File: config.mk
export PLATFORM = sky130hd
export DESIGN_NAME = cra_register_array
export DESIGN_NICKNAME = d
export VERILOG_FILES = /design/src/rtl/cra_pkg.sv /design/src/rtl/cra_register_array.sv
export SDC_FILE = /design/constraint.sdc
export NUM_CORES = 1
export LEC_CHECK = 0
export BUFFER_PORTS_ARGS = -buffer_cell sky130_fd_sc_hd__buf_2
export CAP_MARGIN = 40
export CORE_MARGIN = 3
export CORE_UTILIZATION = 40
export DETAILED_ROUTE_END_ITERATION = 10
export GPL_ROUTABILITY_DRIVEN = 1
export GPL_TIMING_DRIVEN = 0
export SLEW_MARGIN = 20
export SYNTH_ARGS = -nofsm -noshare
export SYNTH_HDL_FRONTEND = slang
export SYNTH_SLANG_ARGS = --single-unit
File: constraint.sdc
create_clock -name clk -period 11.27 [get_ports clk]
set_clock_uncertainty 0.2 [all_clocks]
set_input_delay 2.254 -clock clk [delete_from_list [all_inputs] [get_ports clk]]
set_output_delay 2.254 -clock clk [all_outputs]
set_load 0.1 [all_outputs]
File: src/rtl/cra_pkg.sv
// constants shared by the cpu register array and its bench
// assumes a 32-bit ahb-lite slave view and one cpu clock
package cra_pkg;
   // ==========================================================
   // bus map, byte addresses within the slave's window
   localparam logic [7:0] OFS_PC      = 8'h00;
   localparam logic [7:0] OFS_SP      = 8'h04;
   localparam logic [7:0] OFS_IXA     = 8'h08;
   localparam logic [7:0] OFS_IXB     = 8'h0c;
   localparam logic [7:0] OFS_IPG     = 8'h10;
   localparam logic [7:0] OFS_RFC     = 8'h14;
   localparam logic [7:0] OFS_STAT    = 8'h18;
   localparam logic [7:0] OFS_WK_MAIN = 8'h20;
   localparam logic [7:0] OFS_WK_ALT  = 8'h40;
   // ==========================================================
   // working register selectors; 2..7 are the six general bytes
   localparam logic [2:0] WK_ACC = 3'h0;
   localparam logic [2:0] WK_FLG = 3'h1;
   // dedicated register selectors for the core write/read port
   localparam logic [2:0] DED_SP  = 3'h0;
   localparam logic [2:0] DED_IXA = 3'h1;
   localparam logic [2:0] DED_IXB = 3'h2;
   localparam logic [2:0] DED_IPG = 3'h3;
   localparam logic [2:0] DED_RFC = 3'h4;
   // ==========================================================
   // flag layout
   localparam int         FLG_C    = 0;
   localparam int         FLG_N    = 1;
   localparam int         FLG_PV   = 2;
   localparam int         FLG_H    = 4;
   localparam int         FLG_Z    = 6;
   localparam int         FLG_S    = 7;
   localparam logic [7:0] FLG_MASK = 8'hd7;
   // ==========================================================
   // reset values and fetch states
   localparam logic [15:0] RST_WORD = 16'h0000;
   localparam logic [7:0]  RST_BYTE = 8'h00;
   localparam logic [1:0]  TST_T3   = 2'h2;
   typedef enum logic [1:0] {
      VEC_IDLE = 2'b00,
      VEC_LO   = 2'b01,
      VEC_HI   = 2'b11,
      VEC_LOAD = 2'b10
   } cra_vec_t;
endpackage

File: src/rtl/cra_register_array.sv
// cpu register array: dedicated and working registers, ahb-lite view
// assumes decoder strobes are one-cycle pulses synchronous to clk
//
// Summary of operation
// RULE1 - 16-bit program counter holds fetch address, increments after being driven
// RULE2 - jump, call or return target load beats the increment
// RULE3 - 16-bit stack pointer: decrement before push, increment after pop
// RULE4 - two 16-bit index bases plus signed byte displacement
// RULE5 - vectored pointer: page register high byte, peripheral byte low
// RULE6 - peripheral supplies an even vector byte
// RULE7 - indirect call: low byte from even location, high from next
// RULE8 - 8-bit refresh counter increments after every opcode fetch
// RULE9 - refresh counter goes out on low address with refresh strobe
// RULE10 - instructions can read and write the refresh counter
// RULE11 - six dedicated registers: two 8-bit, four 16-bit
// RULE12 - sixteen 8-bit working registers in main and alternate sets
// RULE13 - only one working set visible; other hidden until exchanged
// RULE14 - first exchange swaps accumulator and flags only
// RULE15 - second exchange swaps the six general bytes only
// RULE16 - accumulator takes alu results and is a general register
// RULE17 - flags hold six status bits, no direct write path
// RULE18 - conditions test only sign, zero, parity/overflow, carry
// RULE19 - refresh strobe low during third and fourth fetch states
// RULE20 - high address carries interrupt page during refresh
// RULE21 - peripheral puts vector low byte out on one acknowledge
// RULE22 - each exchange is atomic, all pairs change together
//
// Implementation choices: register access over AHB-Lite and the register addresses.
`timescale 1ns/10ps
module cra_register_array (
   // clock and reset
   input  wire logic        clk,
   input  wire logic        srst,
   // ahb-lite slave
   input  wire logic        hsel,
   input  wire logic [31:0] haddr,
   input  wire logic [1:0]  htrans,
   input  wire logic        hwrite,
   input  wire logic [2:0]  hsize,
   input  wire logic [31:0] hwdata,
   input  wire logic        hready,
   output logic             hreadyout,
   output logic             hresp,
   output logic [31:0]      hrdata,
   // program counter
   input  wire logic        pcIncr,
   input  wire logic        pcLoad,
   input  wire logic [15:0] pcTarget,
   output logic [15:0]      programCounter,
   // stack pointer and dedicated write/read port
   input  wire logic        spDec,
   input  wire logic        spInc,
   input  wire logic        dedWrEn,
   input  wire logic [2:0]  dedWrSel,
   input  wire logic [15:0] dedWrData,
   input  wire logic [2:0]  dedRdSel,
   output logic [15:0]      dedRdData,
   output logic [15:0]      stackPointer,
   // indexed addressing
   input  wire logic        idxSel,
   input  wire logic [7:0]  displacement,
   output logic [15:0]      indexedAddr,
   // refresh and external address
   input  wire logic        opcodeFetchCycle,
   input  wire logic [1:0]  tState,
   input  wire logic        fetchDone,
   output logic [15:0]      addrOut,
   output logic             refreshStrobeN,
   // vectored interrupt
   input  wire logic        vectorStart,
   input  wire logic [7:0]  vectorByte,
   output logic             vecRdReq,
   output logic [15:0]      vecRdAddr,
   input  wire logic [7:0]  vecRdData,
   input  wire logic        vecRdAck,
   output logic             vecBusy,
   // working registers
   input  wire logic        swapAccumulatorFlags,
   input  wire logic        swapGeneralSets,
   input  wire logic        wrEn,
   input  wire logic [2:0]  wrSel,
   input  wire logic [7:0]  wrData,
   input  wire logic        aluResultEn,
   input  wire logic [7:0]  aluResult,
   input  wire logic        flagsWrEn,
   input  wire logic [7:0]  flagsIn,
   input  wire logic [2:0]  rdSel,
   output logic [7:0]       rdData,
   input  wire logic [1:0]  condSel,
   output logic             condTrue
);
   // ==========================================================
   // storage
   logic [15:0]      pc, sp, ixa, ixb;          // RULE11
   logic [7:0]       ipg, rfc;
   logic [7:0]       wk [16];                   // RULE12
   logic             afBank, gpBank;
   cra_pkg::cra_vec_t vecState;
   logic [7:0]       vecLo, vecHi;
   logic             wrPend;
   logic [7:0]       wrAddr;
   logic             refreshNow;
   logic [7:0]       visFlags;

   // ==========================================================
   // ahb-lite slave: zero wait states, always okay
   logic accept;
   assign accept    = hsel && hready && htrans[1];
   assign hreadyout = 1'b1;
   assign hresp     = 1'b0;

   always_ff @(posedge clk) begin
      if (srst) begin
         wrPend <= 1'b0;
         wrAddr <= 8'h00;
      end else begin
         wrPend <= accept && hwrite;
         wrAddr <= {haddr[7:2], 2'b00};
      end
   end

   logic busPc, busSp, busIxa, busIxb, busIpg, busRfc, busWk;
   logic [3:0] busPhys;
   assign busPc  = wrPend && wrAddr == cra_pkg::OFS_PC;
   assign busSp  = wrPend && wrAddr == cra_pkg::OFS_SP;
   assign busIxa = wrPend && wrAddr == cra_pkg::OFS_IXA;
   assign busIxb = wrPend && wrAddr == cra_pkg::OFS_IXB;
   assign busIpg = wrPend && wrAddr == cra_pkg::OFS_IPG;
   assign busRfc = wrPend && wrAddr == cra_pkg::OFS_RFC;
   assign busWk  = wrPend && (wrAddr[7:5] == 3'h1 || wrAddr[7:5] == 3'h2);
   // bus sees sets logically: main window is the visible set
   always_comb busPhys = physIdx(wrAddr[4:2], wrAddr[6]);

   function automatic logic [3:0] physIdx(logic [2:0] sel, logic alt);
      logic bank;
      bank = (sel <= cra_pkg::WK_FLG) ? afBank : gpBank;
      return {bank ^ alt, sel};
   endfunction

   function automatic logic [31:0] busRead(logic [7:0] a);
      logic [31:0] r;
      r = 32'h0;
      case (a)
         cra_pkg::OFS_PC:   r = {16'h0, pc};
         cra_pkg::OFS_SP:   r = {16'h0, sp};
         cra_pkg::OFS_IXA:  r = {16'h0, ixa};
         cra_pkg::OFS_IXB:  r = {16'h0, ixb};
         cra_pkg::OFS_IPG:  r = {24'h0, ipg};
         cra_pkg::OFS_RFC:  r = {24'h0, rfc};
         cra_pkg::OFS_STAT: r = {28'h0, vecState, gpBank, afBank};
         default: begin
            if (a[7:5] == 3'h1 || a[7:5] == 3'h2)
               r = {24'h0, wk[physIdx(a[4:2], a[6])]};
         end
      endcase
      return r;
   endfunction

   always_ff @(posedge clk) begin
      if (srst)
         hrdata <= 32'h0;
      else if (accept && !hwrite)
         hrdata <= busRead({haddr[7:2], 2'b00});
   end

   // ==========================================================
   // program counter; bus write wins over all core actions
   always_ff @(posedge clk) begin
      if (srst)
         pc <= cra_pkg::RST_WORD;
      else if (busPc)
         pc <= hwdata[15:0];
      else if (vecState == cra_pkg::VEC_LOAD)
         pc <= {vecHi, vecLo};                  // RULE7
      else if (pcLoad)
         pc <= pcTarget;                        // RULE2
      else if (pcIncr)
         pc <= pc + 16'h1;                      // RULE1
   end

   // ==========================================================
   // stack pointer and index bases
   always_ff @(posedge clk) begin
      if (srst)
         sp <= cra_pkg::RST_WORD;
      else if (busSp)
         sp <= hwdata[15:0];
      else if (dedWrEn && dedWrSel == cra_pkg::DED_SP)
         sp <= dedWrData;
      else if (spDec && !spInc)
         sp <= sp - 16'h1;                      // RULE3
      else if (spInc && !spDec)
         sp <= sp + 16'h1;                      // RULE3
   end

   always_ff @(posedge clk) begin
      if (srst) begin
         ixa <= cra_pkg::RST_WORD;
         ixb <= cra_pkg::RST_WORD;
      end else begin
         if (busIxa)
            ixa <= hwdata[15:0];
         else if (dedWrEn && dedWrSel == cra_pkg::DED_IXA)
            ixa <= dedWrData;
         if (busIxb)
            ixb <= hwdata[15:0];
         else if (dedWrEn && dedWrSel == cra_pkg::DED_IXB)
            ixb <= dedWrData;
      end
   end

   always_ff @(posedge clk) begin
      if (srst)
         indexedAddr <= cra_pkg::RST_WORD;
      else
         indexedAddr <= (idxSel ? ixb : ixa)
                      + {{8{displacement[7]}}, displacement}; // RULE4
   end

   // ==========================================================
   // interrupt page and refresh counter
   always_ff @(posedge clk) begin
      if (srst)
         ipg <= cra_pkg::RST_BYTE;
      else if (busIpg)
         ipg <= hwdata[7:0];
      else if (dedWrEn && dedWrSel == cra_pkg::DED_IPG)
         ipg <= dedWrData[7:0];
   end

   // an instruction write replaces the count of the same cycle
   always_ff @(posedge clk) begin
      if (srst)
         rfc <= cra_pkg::RST_BYTE;
      else if (busRfc)
         rfc <= hwdata[7:0];
      else if (dedWrEn && dedWrSel == cra_pkg::DED_RFC)
         rfc <= dedWrData[7:0];                 // RULE10
      else if (fetchDone)
         rfc <= rfc + 8'h1;                     // RULE8
   end

   always_ff @(posedge clk) begin
      if (srst)
         dedRdData <= cra_pkg::RST_WORD;
      else
         case (dedRdSel)
            cra_pkg::DED_SP:  dedRdData <= sp;
            cra_pkg::DED_IXA: dedRdData <= ixa;
            cra_pkg::DED_IXB: dedRdData <= ixb;
            cra_pkg::DED_IPG: dedRdData <= {8'h00, ipg};
            cra_pkg::DED_RFC: dedRdData <= {8'h00, rfc}; // RULE10
            default:          dedRdData <= pc;
         endcase
   end

   // ==========================================================
   // address pins: refresh costs no extra cycle, it shares the fetch
   assign refreshNow = opcodeFetchCycle && tState >= cra_pkg::TST_T3;

   always_ff @(posedge clk) begin
      if (srst) begin
         addrOut        <= cra_pkg::RST_WORD;
         refreshStrobeN <= 1'b1;
      end else begin
         addrOut        <= refreshNow ? {ipg, rfc} : pc; // RULE9 RULE20
         refreshStrobeN <= !refreshNow;                 // RULE19
      end
   end

   // ==========================================================
   // vectored interrupt: fetch the two pointer bytes, then load pc
   assign vecRdReq = vecState == cra_pkg::VEC_LO
                  || vecState == cra_pkg::VEC_HI;
   assign vecBusy  = vecState != cra_pkg::VEC_IDLE;

   always_ff @(posedge clk) begin
      if (srst) begin
         vecState  <= cra_pkg::VEC_IDLE;
         vecRdAddr <= cra_pkg::RST_WORD;
         vecLo     <= cra_pkg::RST_BYTE;
         vecHi     <= cra_pkg::RST_BYTE;
      end else begin
         case (vecState)
            cra_pkg::VEC_IDLE: begin
               if (vectorStart) begin
                  // bit 0 forced low so an odd byte cannot split a pair
                  vecRdAddr <= {ipg, vectorByte[7:1], 1'b0}; // RULE5 RULE6
                  vecState  <= cra_pkg::VEC_LO;
               end
            end
            cra_pkg::VEC_LO: begin
               if (vecRdAck) begin
                  vecLo     <= vecRdData;                    // RULE7
                  vecRdAddr <= vecRdAddr + 16'h1;
                  vecState  <= cra_pkg::VEC_HI;
               end
            end
            cra_pkg::VEC_HI: begin
               if (vecRdAck) begin
                  vecHi    <= vecRdData;                     // RULE7
                  vecState <= cra_pkg::VEC_LOAD;
               end
            end
            default:
               vecState <= cra_pkg::VEC_IDLE;
         endcase
      end
   end

   // ==========================================================
   // working sets: an exchange flips a bank bit, so every pair in the
   // group changes on the same edge and no mix is ever visible
   always_ff @(posedge clk) begin
      if (srst) begin
         afBank <= 1'b0;
         gpBank <= 1'b0;
      end else begin
         if (swapAccumulatorFlags)
            afBank <= !afBank;                  // RULE14 RULE22
         if (swapGeneralSets)
            gpBank <= !gpBank;                  // RULE15 RULE22
      end
   end

   for (genvar e = 0; e < 16; e++) begin : gWk
      localparam logic [2:0] SEL = 3'(e);
      logic vis;
      // bank bits are read inside the function, so a plain assign would
      // never see an exchange; always_comb follows them
      always_comb vis = (physIdx(SEL, 1'b0) == 4'(e)); // RULE13
      always_ff @(posedge clk) begin
         if (srst)
            wk[e] <= cra_pkg::RST_BYTE;
         else if (busWk && busPhys == 4'(e) && SEL != cra_pkg::WK_FLG)
            wk[e] <= hwdata[7:0];
         else if (vis && SEL == cra_pkg::WK_ACC && aluResultEn)
            wk[e] <= aluResult;                 // RULE16
         else if (vis && SEL == cra_pkg::WK_FLG && flagsWrEn)
            wk[e] <= flagsIn & cra_pkg::FLG_MASK; // RULE17
         else if (vis && wrEn && wrSel == SEL && SEL != cra_pkg::WK_FLG)
            wk[e] <= wrData;                    // RULE16
      end
   end

   always_comb visFlags = wk[physIdx(cra_pkg::WK_FLG, 1'b0)];

   always_ff @(posedge clk) begin
      if (srst) begin
         rdData   <= cra_pkg::RST_BYTE;
         condTrue <= 1'b0;
      end else begin
         rdData <= wk[physIdx(rdSel, 1'b0)];    // RULE13
         case (condSel)
            2'h0:    condTrue <= visFlags[cra_pkg::FLG_S];  // RULE18
            2'h1:    condTrue <= visFlags[cra_pkg::FLG_Z];
            2'h2:    condTrue <= visFlags[cra_pkg::FLG_PV];
            default: condTrue <= visFlags[cra_pkg::FLG_C];
         endcase
      end
   end

   assign programCounter = pc;
   assign stackPointer   = sp;
endmodule

==> summary by stage <==
Outcome
The flow ran to the end, and the final reports show no timing, DRC or antenna violations.

Worst setup path
The cell seen most often among critical-path stages is sky130_fd_sc_hd__buf_2. The end of the worst register-to-register path is wk[8][3]. Along the worst path, the maximum fanout reaches 10.

The stage delay of the slowest cell on the critical path is 590 ps. The kind of cell with the highest combined delay along the critical path is buffers and inverters. For the worst setup path, the data arrival time is 6190 ps.

The element type at the critical path start is an input port. Together, buffers and inverters on the worst path number 5. The worst setup path category is input port to flop. For the worst setup path, the data required time is 11580 ps. Walking the worst path, the cells encountered are buf_2 > inv_1 > ha_1 > buf_2 > buf_2 > buf_1 > xor2_1 > ha_1 > or3_1 > a21oi_1 > o32ai_2 > xnor2_1 > o21a_1 > or4_1 > a21oi_1. The endpoint kind of the worst setup timing path is a flop. On the critical path, the stage with the largest delay is an instance of sky130_fd_sc_hd__buf_1. The capture point of the worst path is stackPointer[8]. The worst setup path startpoint is spInc. The worst register-to-register path has a depth of 8.

The flop-to-flop setup slack is 7920 ps. The origin of the critical flop-to-flop path is gWk[10].vis. The total stage count of the critical path is 15.

Die
The core region is ~47000 sq um. From bottom edge to top edge, the die measures 225 microns. The initialized floorplan defines 79 standard-cell rows.

The I/O pin count is 327. The die covers 50600 sq um. The starting density of the core is 0.409.

The width of the die is 225 microns.

Timing
The worst max-slew margin expressed relative to the limit is 0.370. Setup repair after global routing left no endpoint under its margin. The final worst-path cycle share is 0.522. The worst hold-check slack is 262 ps. The pin slew with the least headroom to its limit is 945 ps. The number of hold violations in the final report is 0.

Setup violations remaining at the end of the flow were counted as 0. In the final timing run, aggregate negative setup slack is 0 ps. The number of max-slew violations in the final report was 0. Static timing analysis puts the maximum clock frequency at approximately 170 MHz. The worst path in the final design needs a cycle of 5880 ps, including I/O delays and setup.

Clocking
The number of buffers created by CTS is 39. The count of cells resized by post-cts repair is 0. The number of hold buffers added after CTS was 0.

CTS built an H-tree with a depth of 2. The clock transition time at the flip-flop clock pins of the worst setup and hold paths is 60 ps. TritonCTS built the clock tree. The number of setup buffers added after CTS is 0.

The later pin in the worst-skew pair is clocked with a latency of 570 ps. The clock drives 322 sinks. The number of buffers on the longest clock path is 3.

The cell chosen for the clock root is sky130_fd_sc_hd__clkbuf_16.

Detailed routing
Using the TritonRoute via totals, the vias-per-cell ratio works out to 6.29. The detailed router's first-iteration violation count is around 2200. The number of nets with antenna violations after routing is 0. After detailed routing, the average wire length per cell comes to about 27 microns. Across all layers, the routed design uses 18784 vias.

For this run, design rule violations remaining after detail routing come to 0. The detailed-routing iteration count for the pre-antenna-repair pass is 6. The overall routed net length is 81.7 mm.

GRT
The via count of the first global-routing pass came to 17694. The maximum number of pins on one net before global-route repair is 15. The number of antenna violations at the first check in global routing is 2. The combined global-route utilization of all metal layers is 0.314. The overflow left after global routing is 0. The global-route wire length before repair is 117 mm.

Synthesis
The area of the mapped netlist is 19200 sq um. The per-instance average area after synthesis is around 9.6 sq um. The number of unique standard cell types used by synthesis is 80. The largest total area in the synthesized netlist belongs to sky130_fd_sc_hd__dfxtp_1. The portion of synthesized cell area occupied by the leading cell type is 0.207. The share of the Yosys chip area taken by registers is 0.401. The top flip-flop cell by instance count after synthesis is sky130_fd_sc_hd__dfxtp_1. The most frequently used cell type in the post-synthesis netlist is sky130_fd_sc_hd__nor2_1.

After synthesis the netlist holds a flip-flop and latch count of roughly 320. By count the netlist is led by 201 x sky130_fd_sc_hd__nor2_1, 198 x sky130_fd_sc_hd__dfxtp_1, 152 x sky130_fd_sc_hd__nand2_1, 141 x sky130_fd_sc_hd__clkbuf_1, 127 x sky130_fd_sc_hd__a21oi_1. The synthesized netlist cell count is 2007. Yosys printed 0 warnings. The count of flip-flops with a built-in enable after synthesis is 124.

Counting flops with an async set or reset pin after synthesis yields a share of 0. In the post-synthesis netlist, the biggest area contributors are sky130_fd_sc_hd__dfxtp_1 21%, sky130_fd_sc_hd__edfxtp_1 19%, sky130_fd_sc_hd__mux4_2 9.0%, sky130_fd_sc_hd__a22o_1 4.4%, sky130_fd_sc_hd__mux2i_1 4.3%.

Min path
The classification of the worst-slack hold path is flop to flop. Along the worst hold path, the cell count comes to 2.

Place
The count of input and output buffers is 241. In this run, placement finished with an instance count of around 2900. Once detailed placement completed, the half-perimeter wirelength came to between 60 and 70 mm. The routability congestion estimate from global placement is 1.08.

Cells and area
The number of nets in the final layout is roughly 2600. Excluding fillers, the count of instances in the completed layout stands at around 3000. The utilization after layout is 0.486. The ratio of cells with drive above 1 in the final layout is 0.209. From synthesis to final layout, the design area changed by 19.0%.

Flow run
The max-cap violation count is 0.

Pwr
The worst vdd rail ir drop is ~0.096 mV. In this run the static leakage power is 8.84 nW. The power density normalized to cell area is 151 nW/um^2.
worst min-delay path: cells and delay by family, from the launching register on:
family / cells / cell delay [ps]
DFF: 1 / 310
and+or+nand+nor: 1 / 50
AOI/OAI and AO/OA: 1 / 50
logic make-up (layout without fill, tap and decap cells):
family	count (synthesis)	after routing	synth area share
xor gates and xnor gates	56	56	0.0256
AOI/OAI and AO/OA	578	578	0.211
muxes	180	180	0.145
and+or+nand+nor	623	623	0.154
adders and majority gates	22	22	0.0147
other	2	20	0.000391
DFF	322	322	0.401
buffers and inverters	224	579	0.0483
how the worst min path moves through the flow:
stage | slack (ps) | start | endpoint
after floorplan | 240 | vecLo[3] | vecLo[3]
after global placement | 250 | vecLo[7] | vecLo[7]
after detailed placement | 250 | vecLo[7] | vecLo[7]
after CTS | 260 | vecLo[7] | vecLo[7]
after global routing | 280 | vecLo[3] | vecLo[3]
final | 260 | vecLo[7] | vecLo[7]
per-layer routing:
metal	routed length, microns	share of wire	track usage	vias to the layer above
met5	13	0.00016	0	-
met4	4990	0.061	0.170	2
met3	7620	0.093	0.0573	227
met2	37700	0.46	0.508	1135
met1	31300	0.38	0.401	9122
li1	-	-	-	8298
flip-flops by register name, summed over array words and instances (netlist names), 8 cells and up, named ones only:
signal	flops
rfc	8
vecRdAddr	16
addrOut	16
wk	124
ixa	16
programCounter	16
hrdata	16
vecHi	8
vecLo	8
stackPointer	16
dedRdData	16
ipg	8
ixb	16
rdData	8
indexedAddr	16
where the power goes:
| part | total, mW | switching, mW | internal [mW] |
|---|---|---|---|
| Clock | 1.23 | 0.525 | 0.710 |
| Combinational | 0.858 | 0.628 | 0.230 |
| Sequential | 1.35 | 0.0706 | 1.28 |
through the flow:
stage | setup WS [ps] | total power, mW | cell area [sq um]
after floorplan | 5770 | 1.96 | 19200
after global placement | 4910 | 2.20 | 21200
after detailed placement | 4900 | 2.22 | 21500
after CTS | 5480 | 3.44 | 22700
after global routing | 5180 | 3.55 | 22800
final | 5390 | 3.44 | 22800
layout by cell type, fill, tap and decap left out, types with 21 or more instances in the layout:
cell type	n
sky130_fd_sc_hd__xnor2_1	34
sky130_fd_sc_hd__inv_1	26
sky130_fd_sc_hd__a211oi_1	73
sky130_fd_sc_hd__a21oi_1	127
sky130_fd_sc_hd__buf_1	21
sky130_fd_sc_hd__edfxtp_1	124
sky130_fd_sc_hd__dfxtp_1	198
sky130_fd_sc_hd__nor2b_1	21
sky130_fd_sc_hd__o21ai_0	60
sky130_fd_sc_hd__and2_1	30
sky130_fd_sc_hd__o21ai_1	25
sky130_fd_sc_hd__a22o_1	97
sky130_fd_sc_hd__nor3_1	63
sky130_fd_sc_hd__nand3_1	47
sky130_fd_sc_hd__buf_4	21
sky130_fd_sc_hd__clkbuf_16	39
sky130_fd_sc_hd__mux4_2	77
sky130_fd_sc_hd__a221oi_1	21
sky130_fd_sc_hd__nor2_1	201
sky130_fd_sc_hd__buf_2	279
sky130_fd_sc_hd__nand2b_1	21
sky130_fd_sc_hd__xor2_1	22
sky130_fd_sc_hd__mux2i_1	83
sky130_fd_sc_hd__nand2_1	152
sky130_fd_sc_hd__clkbuf_1	147
sky130_fd_sc_hd__ha_1	21
sky130_fd_sc_hd__a22oi_1	37
final cells by class:
class,count,area [sq um]
Multi-Input combinational cell,1477,10700
Inverter,29,109
Clock buffer,49,1050
Fill cell,4490,24100
Sequential cell,322,7690
Tap cell,607,759
Buffer,195,818
Timing Repair Buffer,288,1570
Antenna cell,2,5.00
Clock inverter,18,159
(Power assumes the default switching activity.)
